[config.mk]
export PLATFORM = sky130hd
export DESIGN_NAME = interrupt_control_regs_low
export DESIGN_NICKNAME = d
export VERILOG_FILES = /design/src/logic/irq_low_pkg.sv /design/src/logic/edge_if.sv /design/src/logic/interrupt_control_regs_low.sv /design/src/logic/pin_edge_detect.sv
export SDC_FILE = /design/constraint.sdc
export NUM_CORES = 1
export LEC_CHECK = 0
export BUFFER_PORTS_ARGS = -buffer_cell sky130_fd_sc_hd__buf_2
export CORE_MARGIN = 5
export CORE_UTILIZATION = 48
export DETAILED_ROUTE_END_ITERATION = 10
export PLACE_DENSITY = 0.85
export SYNTH_ARGS = -nofsm -noshare
export SYNTH_HDL_FRONTEND = slang
export SYNTH_SLANG_ARGS = --single-unit
[constraint.sdc]
create_clock -name mclk -period 4.45 [get_ports mclk]
set_input_delay 0.6675 -clock mclk [delete_from_list [all_inputs] [get_ports mclk]]
set_output_delay 0.6675 -clock mclk [all_outputs]
set_load 0.02 [all_outputs]
[src/logic/irq_low_pkg.sv]
`default_nettype none
package irq_low_pkg;
   // apb word offsets
   localparam logic [11:0] OFS_EDGE_SEL = 12'h000;
   localparam logic [11:0] OFS_CTRL_FIRST = 12'h004;
   localparam logic [11:0] OFS_CTRL_SECOND = 12'h008;
   localparam logic [31:0] READ_UNMAPPED = 32'h0000_0000;
   // reset values and writable masks
   localparam logic [7:0] RST_VAL = 8'h00;
   localparam logic [7:0] FIRST_MASK = 8'h7F;
   localparam logic [7:0] EDGE_MASK_SMALL = 8'h0F;
   localparam logic [7:0] EDGE_MASK_LARGE = 8'h3F;
   // first control register fields
   localparam int GLOBAL_IRQ_ENABLE = 0;
   localparam int EXT_PIN_ZERO_ENABLE = 1;
   localparam int EXT_PIN_ONE_ENABLE = 2;
   localparam int SHARED_ENABLE = 3;
   localparam int EXT_PIN_ZERO_FLAG = 4;
   localparam int EXT_PIN_ONE_FLAG = 5;
   localparam int SHARED_FLAG = 6;
   // second control register fields
   localparam int COMPARATOR_ONE_ENABLE = 0;
   localparam int MULTIFUNC_ZERO_ENABLE = 1;
   localparam int MULTIFUNC_ONE_ENABLE = 2;
   localparam int CONVERTER_DONE_ENABLE = 3;
   localparam int COMPARATOR_ONE_FLAG = 4;
   localparam int MULTIFUNC_ZERO_FLAG = 5;
   localparam int MULTIFUNC_ONE_FLAG = 6;
   localparam int CONVERTER_DONE_FLAG = 7;
   // edge select codes
   localparam logic [1:0] EDGE_OFF = 2'h0;
   localparam logic [1:0] EDGE_RISE = 2'h1;
   localparam logic [1:0] EDGE_FALL = 2'h2;
   localparam logic [1:0] EDGE_BOTH = 2'h3;
   localparam int NUM_PINS = 3;
   typedef enum logic [1:0] {ST_IDLE = 2'b01, ST_ACK = 2'b10} apb_state_e;
endpackage : irq_low_pkg
`default_nettype wire

[src/logic/edge_if.sv]
`timescale 1ns/100ps
`default_nettype none
interface edge_if;
   logic [2:0] pin;
   logic [5:0] sel;
   logic [2:0] hit;
   modport ctrl (output pin, output sel, input hit);
   modport det (input pin, input sel, output hit);
endinterface : edge_if
`default_nettype wire

[src/logic/interrupt_control_regs_low.sv]
`timescale 1ns/100ps
`default_nettype none
module interrupt_control_regs_low
#(
   parameter bit LARGE_VARIANT = 1'b0
)
(
   // clock and reset
   input wire logic mclk,
   input wire logic rst,
   // apb slave
   input wire logic psel,
   input wire logic penable,
   input wire logic pwrite,
   input wire logic [11:0] paddr,
   input wire logic [31:0] pwdata,
   output logic [31:0] prdata,
   output logic pready,
   output logic pslverr,
   // interrupt sources, one-cycle pulses
   input wire logic comparator_zero_req,
   input wire logic comparator_one_req,
   input wire logic converter_done_req,
   input wire logic multifunc_zero_req,
   input wire logic multifunc_one_req,
   // external interrupt pins, levels
   input wire logic [2:0] ext_pin,
   // to core
   output logic irq_to_core
);
   import irq_low_pkg::*;

   // ==========================================================
   // edge detection
   edge_if e ();
   logic [7:0] edge_r;
   logic [7:0] first_r;
   logic [7:0] second_r;

   assign e.pin = ext_pin;
   assign e.sel = edge_r[5:0];

   pin_edge_detect pin_edge_detect_i
   (
      .mclk (mclk),
      .rst (rst),
      .e (e)
   );

   // ==========================================================
   // apb slave and registers
   apb_state_e state_r;
   apb_state_e state_nxt;
   logic [7:0] edge_nxt;
   logic [7:0] first_nxt;
   logic [7:0] second_nxt;
   logic [31:0] prdata_r;
   logic [31:0] prdata_nxt;
   logic pready_r;
   logic pready_nxt;
   logic pslverr_r;
   logic pslverr_nxt;
   logic irq_r;
   logic irq_nxt;
   logic wr;
   logic [7:0] edge_mask;

   assign edge_mask = LARGE_VARIANT ? EDGE_MASK_LARGE : EDGE_MASK_SMALL;
   // a write lands on the edge where pready is seen high
   assign wr = (state_r == ST_ACK) & psel & penable & pwrite;

   always_comb
   begin
      state_nxt = state_r;
      pready_nxt = 1'b0;
      pslverr_nxt = 1'b0;
      prdata_nxt = prdata_r;
      unique case (state_r)
         ST_IDLE:
         begin
            if (psel && penable)
            begin
               state_nxt = ST_ACK;
               pready_nxt = 1'b1;
               unique case (paddr)
                  OFS_EDGE_SEL: prdata_nxt = {24'h00_0000, edge_r};
                  OFS_CTRL_FIRST: prdata_nxt = {24'h00_0000, first_r};
                  OFS_CTRL_SECOND: prdata_nxt = {24'h00_0000, second_r};
                  default:
                  begin
                     prdata_nxt = READ_UNMAPPED;
                     pslverr_nxt = 1'b1;
                  end
               endcase
            end
         end
         ST_ACK: state_nxt = ST_IDLE;
      endcase
   end

   always_comb
   begin
      edge_nxt = edge_r;
      first_nxt = first_r;
      second_nxt = second_r;
      if (wr && paddr == OFS_EDGE_SEL)
         edge_nxt = pwdata[7:0] & edge_mask;
      if (wr && paddr == OFS_CTRL_FIRST)
         first_nxt = pwdata[7:0] & FIRST_MASK;
      if (wr && paddr == OFS_CTRL_SECOND)
         second_nxt = pwdata[7:0];
      // hardware sets are applied after the write so a set beats a clear
      first_nxt[EXT_PIN_ZERO_FLAG] = first_nxt[EXT_PIN_ZERO_FLAG] | e.hit[0];
      first_nxt[EXT_PIN_ONE_FLAG] = first_nxt[EXT_PIN_ONE_FLAG] | e.hit[1];
      if (LARGE_VARIANT)
         first_nxt[SHARED_FLAG] = first_nxt[SHARED_FLAG] | e.hit[2];
      else
         first_nxt[SHARED_FLAG] = first_nxt[SHARED_FLAG] | comparator_zero_req;
      second_nxt[CONVERTER_DONE_FLAG] = second_nxt[CONVERTER_DONE_FLAG]
         | converter_done_req;
      second_nxt[COMPARATOR_ONE_FLAG] = second_nxt[COMPARATOR_ONE_FLAG]
         | comparator_one_req;
      second_nxt[MULTIFUNC_ZERO_FLAG] = second_nxt[MULTIFUNC_ZERO_FLAG]
         | multifunc_zero_req;
      second_nxt[MULTIFUNC_ONE_FLAG] = second_nxt[MULTIFUNC_ONE_FLAG]
         | multifunc_one_req;
      // enables sit three (first) or four (second) bits below their flags
      irq_nxt = first_r[GLOBAL_IRQ_ENABLE]
         & ((|(first_r[SHARED_ENABLE:EXT_PIN_ZERO_ENABLE]
               & first_r[SHARED_FLAG:EXT_PIN_ZERO_FLAG]))
            | (|(second_r[CONVERTER_DONE_ENABLE:COMPARATOR_ONE_ENABLE]
               & second_r[CONVERTER_DONE_FLAG:COMPARATOR_ONE_FLAG])));
   end

   always_ff @(posedge mclk)
   begin
      if (rst)
      begin
         state_r <= ST_IDLE;
         edge_r <= RST_VAL;
         first_r <= RST_VAL;
         second_r <= RST_VAL;
         prdata_r <= READ_UNMAPPED;
         pready_r <= 1'b0;
         pslverr_r <= 1'b0;
         irq_r <= 1'b0;
      end
      else
      begin
         state_r <= state_nxt;
         edge_r <= edge_nxt;
         first_r <= first_nxt;
         second_r <= second_nxt;
         prdata_r <= prdata_nxt;
         pready_r <= pready_nxt;
         pslverr_r <= pslverr_nxt;
         irq_r <= irq_nxt;
      end
   end

   assign prdata = prdata_r;
   assign pready = pready_r;
   assign pslverr = pslverr_r;
   assign irq_to_core = irq_r;

   logic [2:0] second_src;
   assign second_src = {multifunc_one_req, multifunc_zero_req, comparator_one_req};
endmodule : interrupt_control_regs_low
`default_nettype wire

[src/logic/pin_edge_detect.sv]
`timescale 1ns/100ps
`default_nettype none
module pin_edge_detect
(
   // clock and reset
   input wire logic mclk,
   input wire logic rst,
   // pins, selects and hits
   edge_if.det e
);
   import irq_low_pkg::*;

   logic [2:0] prev_r;
   logic [2:0] prev_nxt;
   logic valid_r;
   logic valid_nxt;

   always_comb
   begin
      prev_nxt = e.pin;
      valid_nxt = 1'b1;
   end

   always_ff @(posedge mclk)
   begin
      if (rst)
      begin
         prev_r <= 3'h0;
         valid_r <= 1'b0;
      end
      else
      begin
         prev_r <= prev_nxt;
         valid_r <= valid_nxt;
      end
   end

   // the first cycle after reset has no history, so no edge is claimed
   genvar g;
   generate
      for (g = 0; g < NUM_PINS; g++)
      begin : g_pin
         logic rise;
         logic fall;
         logic hit;
         assign rise = valid_r & e.pin[g] & ~prev_r[g];
         assign fall = valid_r & ~e.pin[g] & prev_r[g];
         // one process per bit would share the vector, so each bit has its own local
         assign e.hit[g] = hit;
         always_comb
         begin
            unique case (e.sel[2*g+1 -: 2])
               EDGE_OFF: hit = 1'b0;
               EDGE_RISE: hit = rise;
               EDGE_FALL: hit = fall;
               EDGE_BOTH: hit = rise | fall;
            endcase
         end
      end
   endgenerate
endmodule : pin_edge_detect
`default_nettype wire

-- Word level (Yosys, flattened, before mapping)
Cells that the tools add are included.
- input bits: 57
- output and inout port bits: 35
- logic and storage cells: 76
- bits in registers: 59
- bitwise operators: 30
- multiplexer cells: 10
- reduce and logical (&&, ||, !) cells: 13
- equal/unequal tests: 11
- operators with widths (operator ; number):
    8-bit one-hot mux with 3 select lines ; 1
    1-bit bitwise AND ; 12
    12-bit by 3-bit equality test with 1-bit output (second input constant) ; 1
    12-bit by 4-bit equality test with 1-bit output (second input constant) ; 1
    12-bit zero test ; 1
    2-bit equality test (second input constant) ; 5
    1-bit bitwise OR ; 10
    3-bit OR reduction ; 3
    8-bit 2-to-1 mux ; 1
    1-bit one-hot mux with 4 select lines ; 2
    7-bit 2-to-1 mux ; 1
    2-bit by 1-bit equality test with 1-bit output (second input constant) ; 3
    1-bit inverter ; 6
    4-bit bitwise AND ; 1
    1-bit logical AND ; 4
    2-bit zero test ; 2
    2-bit one-hot mux with 2 select lines ; 1
    4-bit OR reduction ; 1
    3-bit bitwise AND ; 1
    1-bit 2-to-1 mux ; 3
    2-bit 2-to-1 mux ; 1
    2-bit != test (second input constant) ; 1
    2-bit AND reduction ; 1
    2-bit OR reduction ; 1

-- Depth between registers and ports, before layout
Gate-level depths: netlist of the first run.
- depth in word-level cells: 7
- mapped depth: 6
- gate-level depth less buffers: 4

-- Modules after synthesis
Synthesis of the first run repeated with hierarchy kept, for this count alone.
- cell total of the unflattened synthesis: 205
- area total of the unflattened synthesis: 1836.8 um2
- by module, submodules not included (module ; times used ; area an instance (um2) ; cells an instance ; seq. area each (um2)):
    interrupt_control_regs_low ; 1 ; 1647.8 ; 185 ; 640.6
    pin_edge_detect ; 1 ; 188.9 ; 20 ; 80.1

-- Worst setup path before layout of the first run
No wires, ideal clock.
- kind: input to register
- from: in paddr[11]
- to: reg edge_r[0]
- cell stages on the path: 6
- setup slack: 1907 ps
- arrival: 2425 ps
- data required time: 4331 ps
- path buffers: 2
- cells stage by stage: or4_4 or4_4 buf_6 or3_1 buf_6 mux2i_1
- cells in the longest elaborated chain, start to end: 2
- RTL lines (element ; line ; RTL):
    start: declaration ; interrupt_control_regs_low.sv:15 ; input wire logic [11:0] paddr,
    12-bit zero test ; interrupt_control_regs_low.sv:106 ; if (wr && paddr == OFS_EDGE_SEL)
    1-bit logical AND ; interrupt_control_regs_low.sv:106 ;
    end signal: assignment ; interrupt_control_regs_low.sv:151 ; edge_r <= edge_nxt;
    end: declaration ; interrupt_control_regs_low.sv:36 ; logic [7:0] edge_r;
No other way between the ends.
A chain may end at the register's enable or synchronous reset.

-- Final worst setup path of the first run
- from: in paddr[11]
- to: reg edge_r[2]
Same word-level chain as after synthesis.

==> out/qor.csv, run 1 <==
metric,value,unit
distinct cell type count of the synthesized netlist,30,
vias in the first global route,1411,
Worst-Margin Slew,1.06,ns
cells along the critical path,buf_2 > or4_4 > or4_4 > or3_1 > mux2i_1,
# IOs,92,
status,"finished, final reports clean",
"Remaining Overflow, GRT",0,
router iterations before antenna repair,4,
Via density,5.41,
cts hold-fix bufs,0,
syn_area_per_cell,8.90,um2
Ys Warns,0,
WHS,0.463,ns
hold path cells,2,
RSZ-0062 raised after global routing,no,
fillers,332,
Final Max Tran Viols,0,
Min-Delay Path Class,reg2reg,
Clock Skew,0.00947,ns
Post-DRT Antenna Nets,0,
die height,69.5,um
R2R Setup Slk,2.27,ns
fmax,421,MHz
minimum clock period,2.37,ns
global placer's final weighted congestion,0.872,
R2R Path End,prdata[1],
Num Clock Sinks,35,
final WL,3.95,mm
slowest CP cell,or4_4,
top post-synthesis cells by count,"35 x dfxtp_1, 24 x buf_4, 15 x nand2_1, 11 x a21oi_1",
number of synthesized flops with an enable pin,0,
register area share after synthesis,41.2,%
CP Launch Type,primary input,
Die X,69.5,um
# resized after CTS,0,
"Top FF cell, synth",dfxtp_1,
Post-Syn Area,0.00170,mm2
CP Data Required Time,4.68,ns
max_slew headroom,28.7,%
setup violators final,0,
final hold vios,0,
CP endpoint kind,register,
Pleak,0.816,nW
Root Buffer,clkbuf_4,
Reg2Reg Depth,4,
most numerous cell in the Yosys netlist,dfxtp_1,
drc violations,0,
largest net degree at the start of global routing,24,
total of max-cap violations,0,
Total Power,0.000562,W
WP data arrival,2.60,ns
H-tree Lvls,2,
core area,0.00339,mm2
site row count,21,
Min-Delay Startpoint,prdata[7],
Layout area overhead,10.1,%
clk_lat worst skew,0.35,ns
CP most frequent cell,or4_4,
WS Path Type,in2reg,
cts bufs inserted,5,
Diodes inserted,0,
initial DRC count,82,
crit-path max FO,16,
WHS Endpoint,prdata[7],
Via Count,1489,
Gate Count Post-Synth,191,
Setup TNS,0,ns
postcts setup bufs,0,
full die area,0.00483,mm2
Global Route Usage Sum,16.2,%
Synth area leader,dfxtp_1,
port bufs,42,
first-pass GRT wire length,6.45,mm
period utilisation layout,53.3,%
post-synth top area share,41.2,%
pwr/cell area,300,mW/mm2
maximum clock insertion buffer count,2,
CTS tree,done,
antenna violations before repair,0,
WL/cell,14.4,um
fraction of layout cells with a size suffix above 1,24.9,%
worst flop-to-flop path startpoint,state_r[1],
HPWL Detailed,2.94,mm
maximum vdd drop,0.162,mV
Yosys reg bits,35,
async set-or-reset flop fraction in the synthesized netlist,0,%
Initial Utilization,50.2,%
Nets,285,
Worst-path clk slew,0.10,ns
synth top area cells,"dfxtp_1 41%, buf_4 11%, mux2i_1 5.3%",
worst stage delay on the critical path,0.66,ns
## critical path: cells and delay by family
family	cells	cell delay (ns)
muxes	1	0.17
buffers and inverters	1	0.09
and+or+nand+nor	3	1.66
## metal layers
metal	up-vias	global-route usage, %	wire, um
met4	0	5.42	42
met5	-	0	0
met2	51	27.0	1900
met1	711	19.7	1720
li1	722	-	-
met3	5	5.07	291
## registers in the layout (all words and copies together), names as in the netlist
| register | flops |
|---|---|
| pin_edge_detect_i.prev_r | 2 |
| prdata | 8 |
| state_r | 2 |
| irq_to_core | 1 |
| pin_edge_detect_i.valid_r | 1 |
| edge_r | 4 |
| second_r | 8 |
| first_r | 7 |
| pslverr | 1 |
| pready | 1 |
## cells in the final DEF, fill, tap and decap left out
cell type  count
a211o_1        1
a211oi_1       1
a21boi_0       1
a21oi_1       11
a222oi_1       1
a22o_1         3
a22oi_1        9
a31o_2         4
a31oi_1        8
buf_2         42
buf_4          1
clkbuf_1       2
clkbuf_4       5
clkinv_2       1
conb_1        24
dfxtp_1       35
inv_1          3
mux2i_1        9
nand2_1       15
nand2b_1       2
nand3_1        3
nand4_1        1
nand4b_1       6
nor2_1         9
nor2b_1        6
nor3_1         4
nor4_1         3
o21ai_0       10
o2bb2ai_1      4
or3_1          1
or3b_2         1
or4_4          3
## power breakdown
part	switching (W)	internal, W	total [W]
logic	0.0000471	0.0000211	0.0000682
registers	0.00000524	0.000321	0.000326
clock network	0.000106	0.0000615	0.000168
## cell families after synthesis
| kind of cell | count (synthesis) | share of synthesized area [%] |
|---|---|---|
| AOI/OAI and AO/OA | 53 | 20.8 |
| buffers and inverters | 39 | 14.8 |
| DFF | 35 | 41.2 |
| muxes | 9 | 5.30 |
| other | 1 | 0.221 |
| and+or+nand+nor | 54 | 17.7 |
## through the flow
step	instance area (um2)	worst slack (ns)	utilization, %	instances
2_1_floorplan	1790	1.91	-	214
3_3_place_gp	1820	1.73	53.7	267
3_5_place_dp	1820	1.72	53.7	267
4_1_cts	1870	2.08	55.2	275
5_1_grt	1870	2.00	55.2	275
6_report	1870	2.08	55.2	275
## area by class of cell
cell class,count,area (um2),area share [%]
timing repair buffer,43,218,11.6
multi-input combinational,140,835,44.6
tap,46,57.6,3.07
clock buffer,7,45.0,2.41
clock inverter,1,5.00,0.267
inverter,3,11.3,0.602
sequential,35,701,37.4
## worst max path at each step
stage                     cells after the start        end  slack, ns        from
after floorplan                               6  edge_r[0]       1.91   paddr[11]
after global placement                        5  edge_r[3]       1.73   paddr[11]
after detailed placement                      5  edge_r[2]       1.72   paddr[11]
after CTS                                     5  edge_r[2]       2.08   paddr[11]
after global routing                          4  prdata[2]       2.00  state_r[1]
final                                         5  edge_r[2]       2.08   paddr[11]
Power figures use the tool's default switching activity.
==> run 2, diff against run 1 <==
--- a/config.mk
+++ b/config.mk
@@ -7,9 +7,9 @@
 export LEC_CHECK = 0
 export BUFFER_PORTS_ARGS = -buffer_cell sky130_fd_sc_hd__buf_2
 export CORE_MARGIN = 5
-export CORE_UTILIZATION = 48
+export CORE_UTILIZATION = 44
 export DETAILED_ROUTE_END_ITERATION = 10
-export PLACE_DENSITY = 0.85
+export PLACE_DENSITY = 0.79
 export SYNTH_ARGS = -nofsm -noshare
 export SYNTH_HDL_FRONTEND = slang
 export SYNTH_SLANG_ARGS = --single-unit
==> constraint.sdc (replaced) <==
create_clock -name mclk -period 2.4 [get_ports mclk]
set_input_delay 0.36 -clock mclk [delete_from_list [all_inputs] [get_ports mclk]]
set_output_delay 0.36 -clock mclk [all_outputs]
set_load 0.02 [all_outputs]
==> run 2 against run 1 <==
Compared with the run above: worst hold slack worse by 0.16 ns; sequential cell count stayed put; sequential power is 86% higher; critical path depth stayed put; die area is 7.8% higher; first-iteration DRC count is 7.3% higher; clock power grew to 3.3 times the previous value; critical path type unchanged; largest cell class unchanged.
==> out/qor.csv, run 2 (same netlist as run 1, synthesis figures left out) <==
metric,value,unit
status,"finished, final reports clean",
minimum clock period,2.01,ns
Via Count,1409,
fmax,497,MHz
clk_lat worst skew,0.29,ns
Worst-Margin Slew,0.654,ns
HPWL Detailed,2.94,mm
Post-Place Setup Slack,0.0957,ns
Reg2Reg Depth,4,
site row count,22,
Setup TNS,0,ns
final WL,3.78,mm
most frequent cells in the layout,"42 x buf_2, 35 x dfxtp_1, 24 x conb_1",
R2R Setup Slk,0.64,ns
"leading cell type in the layout, fill and taps excluded",buf_2,
largest net degree at the start of global routing,24,
crit-path max FO,4,
die height,72.2,um
WHS Endpoint,pin_edge_detect_i.prev_r[1],
Num Clock Sinks,35,
total of max-cap violations,0,
Worst-path clk slew,0.06,ns
WL/cell,13.4,um
R2R Path End,edge_r[2],
first-pass GRT wire length,5.73,mm
Final Max Tran Viols,0,
Placed Cells,273,
Post-DRT Antenna Nets,0,
max_slew headroom,56.3,%
CP Data Required Time,2.57,ns
Initial Utilization,45.8,%
cts hold-fix bufs,0,
CP top delay family,simple AND/OR/NAND/NOR gates,
slowest CP cell,or4_4,
final hold vios,0,
pwr/cell area,649,mW/mm2
Die X,72.2,um
WS Path Type,in2reg,
Nets,289,
cts bufs inserted,5,
final setup margin,0.390,ns
worst stage delay on the critical path,0.55,ns
CP most frequent cell,or4_4,
# resized after CTS,0,
period utilisation layout,83.8,%
postcts setup bufs,0,
initial DRC count,88,
Min-Delay Path Class,in2reg,
# IOs,92,
H-tree Lvls,2,
Diodes inserted,0,
WHS,0.307,ns
setup violators final,0,
global placer's final weighted congestion,0.865,
Pleak,0.867,nW
Clock Skew,0.00840,ns
worst path buffer plus inverter count,1,
Min-Delay Startpoint,ext_pin[1],
CP Launch Type,primary input,
WP data arrival,2.18,ns
antenna violations before repair,0,
port bufs,42,
router iterations before antenna repair,4,
hold path cells,2,
worst flop-to-flop path startpoint,state_r[0],
drc violations,0,
fillers,371,
full die area,0.00521,mm2
Layout area overhead,16.0,%
Root Buffer,clkbuf_8,
vias in the first global route,1236,
CTS tree,done,
Global Route Usage Sum,14.1,%
CP endpoint kind,register,
cells along the critical path,buf_2 > or4_4 > or4_4 > or3_1 > mux2i_1,
Via density,5.01,
maximum clock insertion buffer count,2,
core area,0.00372,mm2
maximum vdd drop,0.352,mV
RSZ-0062 raised after global routing,no,
"Remaining Overflow, GRT",0,
fraction of layout cells with a size suffix above 1,27.0,%
Layout Cells excl Fill,281,
-- run 2: metrics by stage --
stage	utilization, %	instance area, um2	power, W
after floorplan	-	1790	0.000730
after global placement	49.9	1850	0.000742
after detailed placement	49.9	1850	0.000745
after CTS	53.1	1970	0.00129
after global routing	53.1	1970	0.00132
final	53.1	1970	0.00128
-- run 2: metal layers --
layer,vias up,routed length [um],GRT usage (%)
met1,631,1620,17.5
met2,43,1810,22.3
met4,0,69,6.89
met5,-,0,0
li1,728,-,-
met3,7,282,3.74
-- run 2: layout make-up --
cell class / instances / area (um2) / share of cell area, %
Timing Repair Buffer: 47 / 248 / 12.6
Sequential cell: 35 / 701 / 35.5
Multi-Input combinational cell: 140 / 835 / 42.3
Clock buffer: 6 / 82.6 / 4.19
Inverter: 3 / 11.3 / 0.571
Tap cell: 48 / 60.1 / 3.05
Clock inverter: 2 / 35.0 / 1.78
-- run 2: how the worst max path moves through the flow --
stage,from,to,slack (ns),depth (start not counted)
finish,paddr[11],edge_r[2],0.39,5
global route,paddr[11],edge_r[1],0.35,5
CTS,paddr[11],edge_r[2],0.40,5
detailed placement,paddr[11],edge_r[2],0.1,5
global placement,paddr[11],edge_r[3],0.12,5
floorplan,paddr[11],edge_r[0],0.16,6
-- run 2: report_power, final --
part	total [W]	switching [W]	internal [W]
registers	0.000605	0.00000980	0.000595
clock network	0.000547	0.000211	0.000336
logic	0.000128	0.0000860	0.0000416
-- run 2: worst register-to-register path: stages, from the launching register on --
cell	delay [ns]
dfxtp_1	0.33
nand4b_1	0.20
or4_4	0.50
or3_1	0.45
mux2i_1	0.17
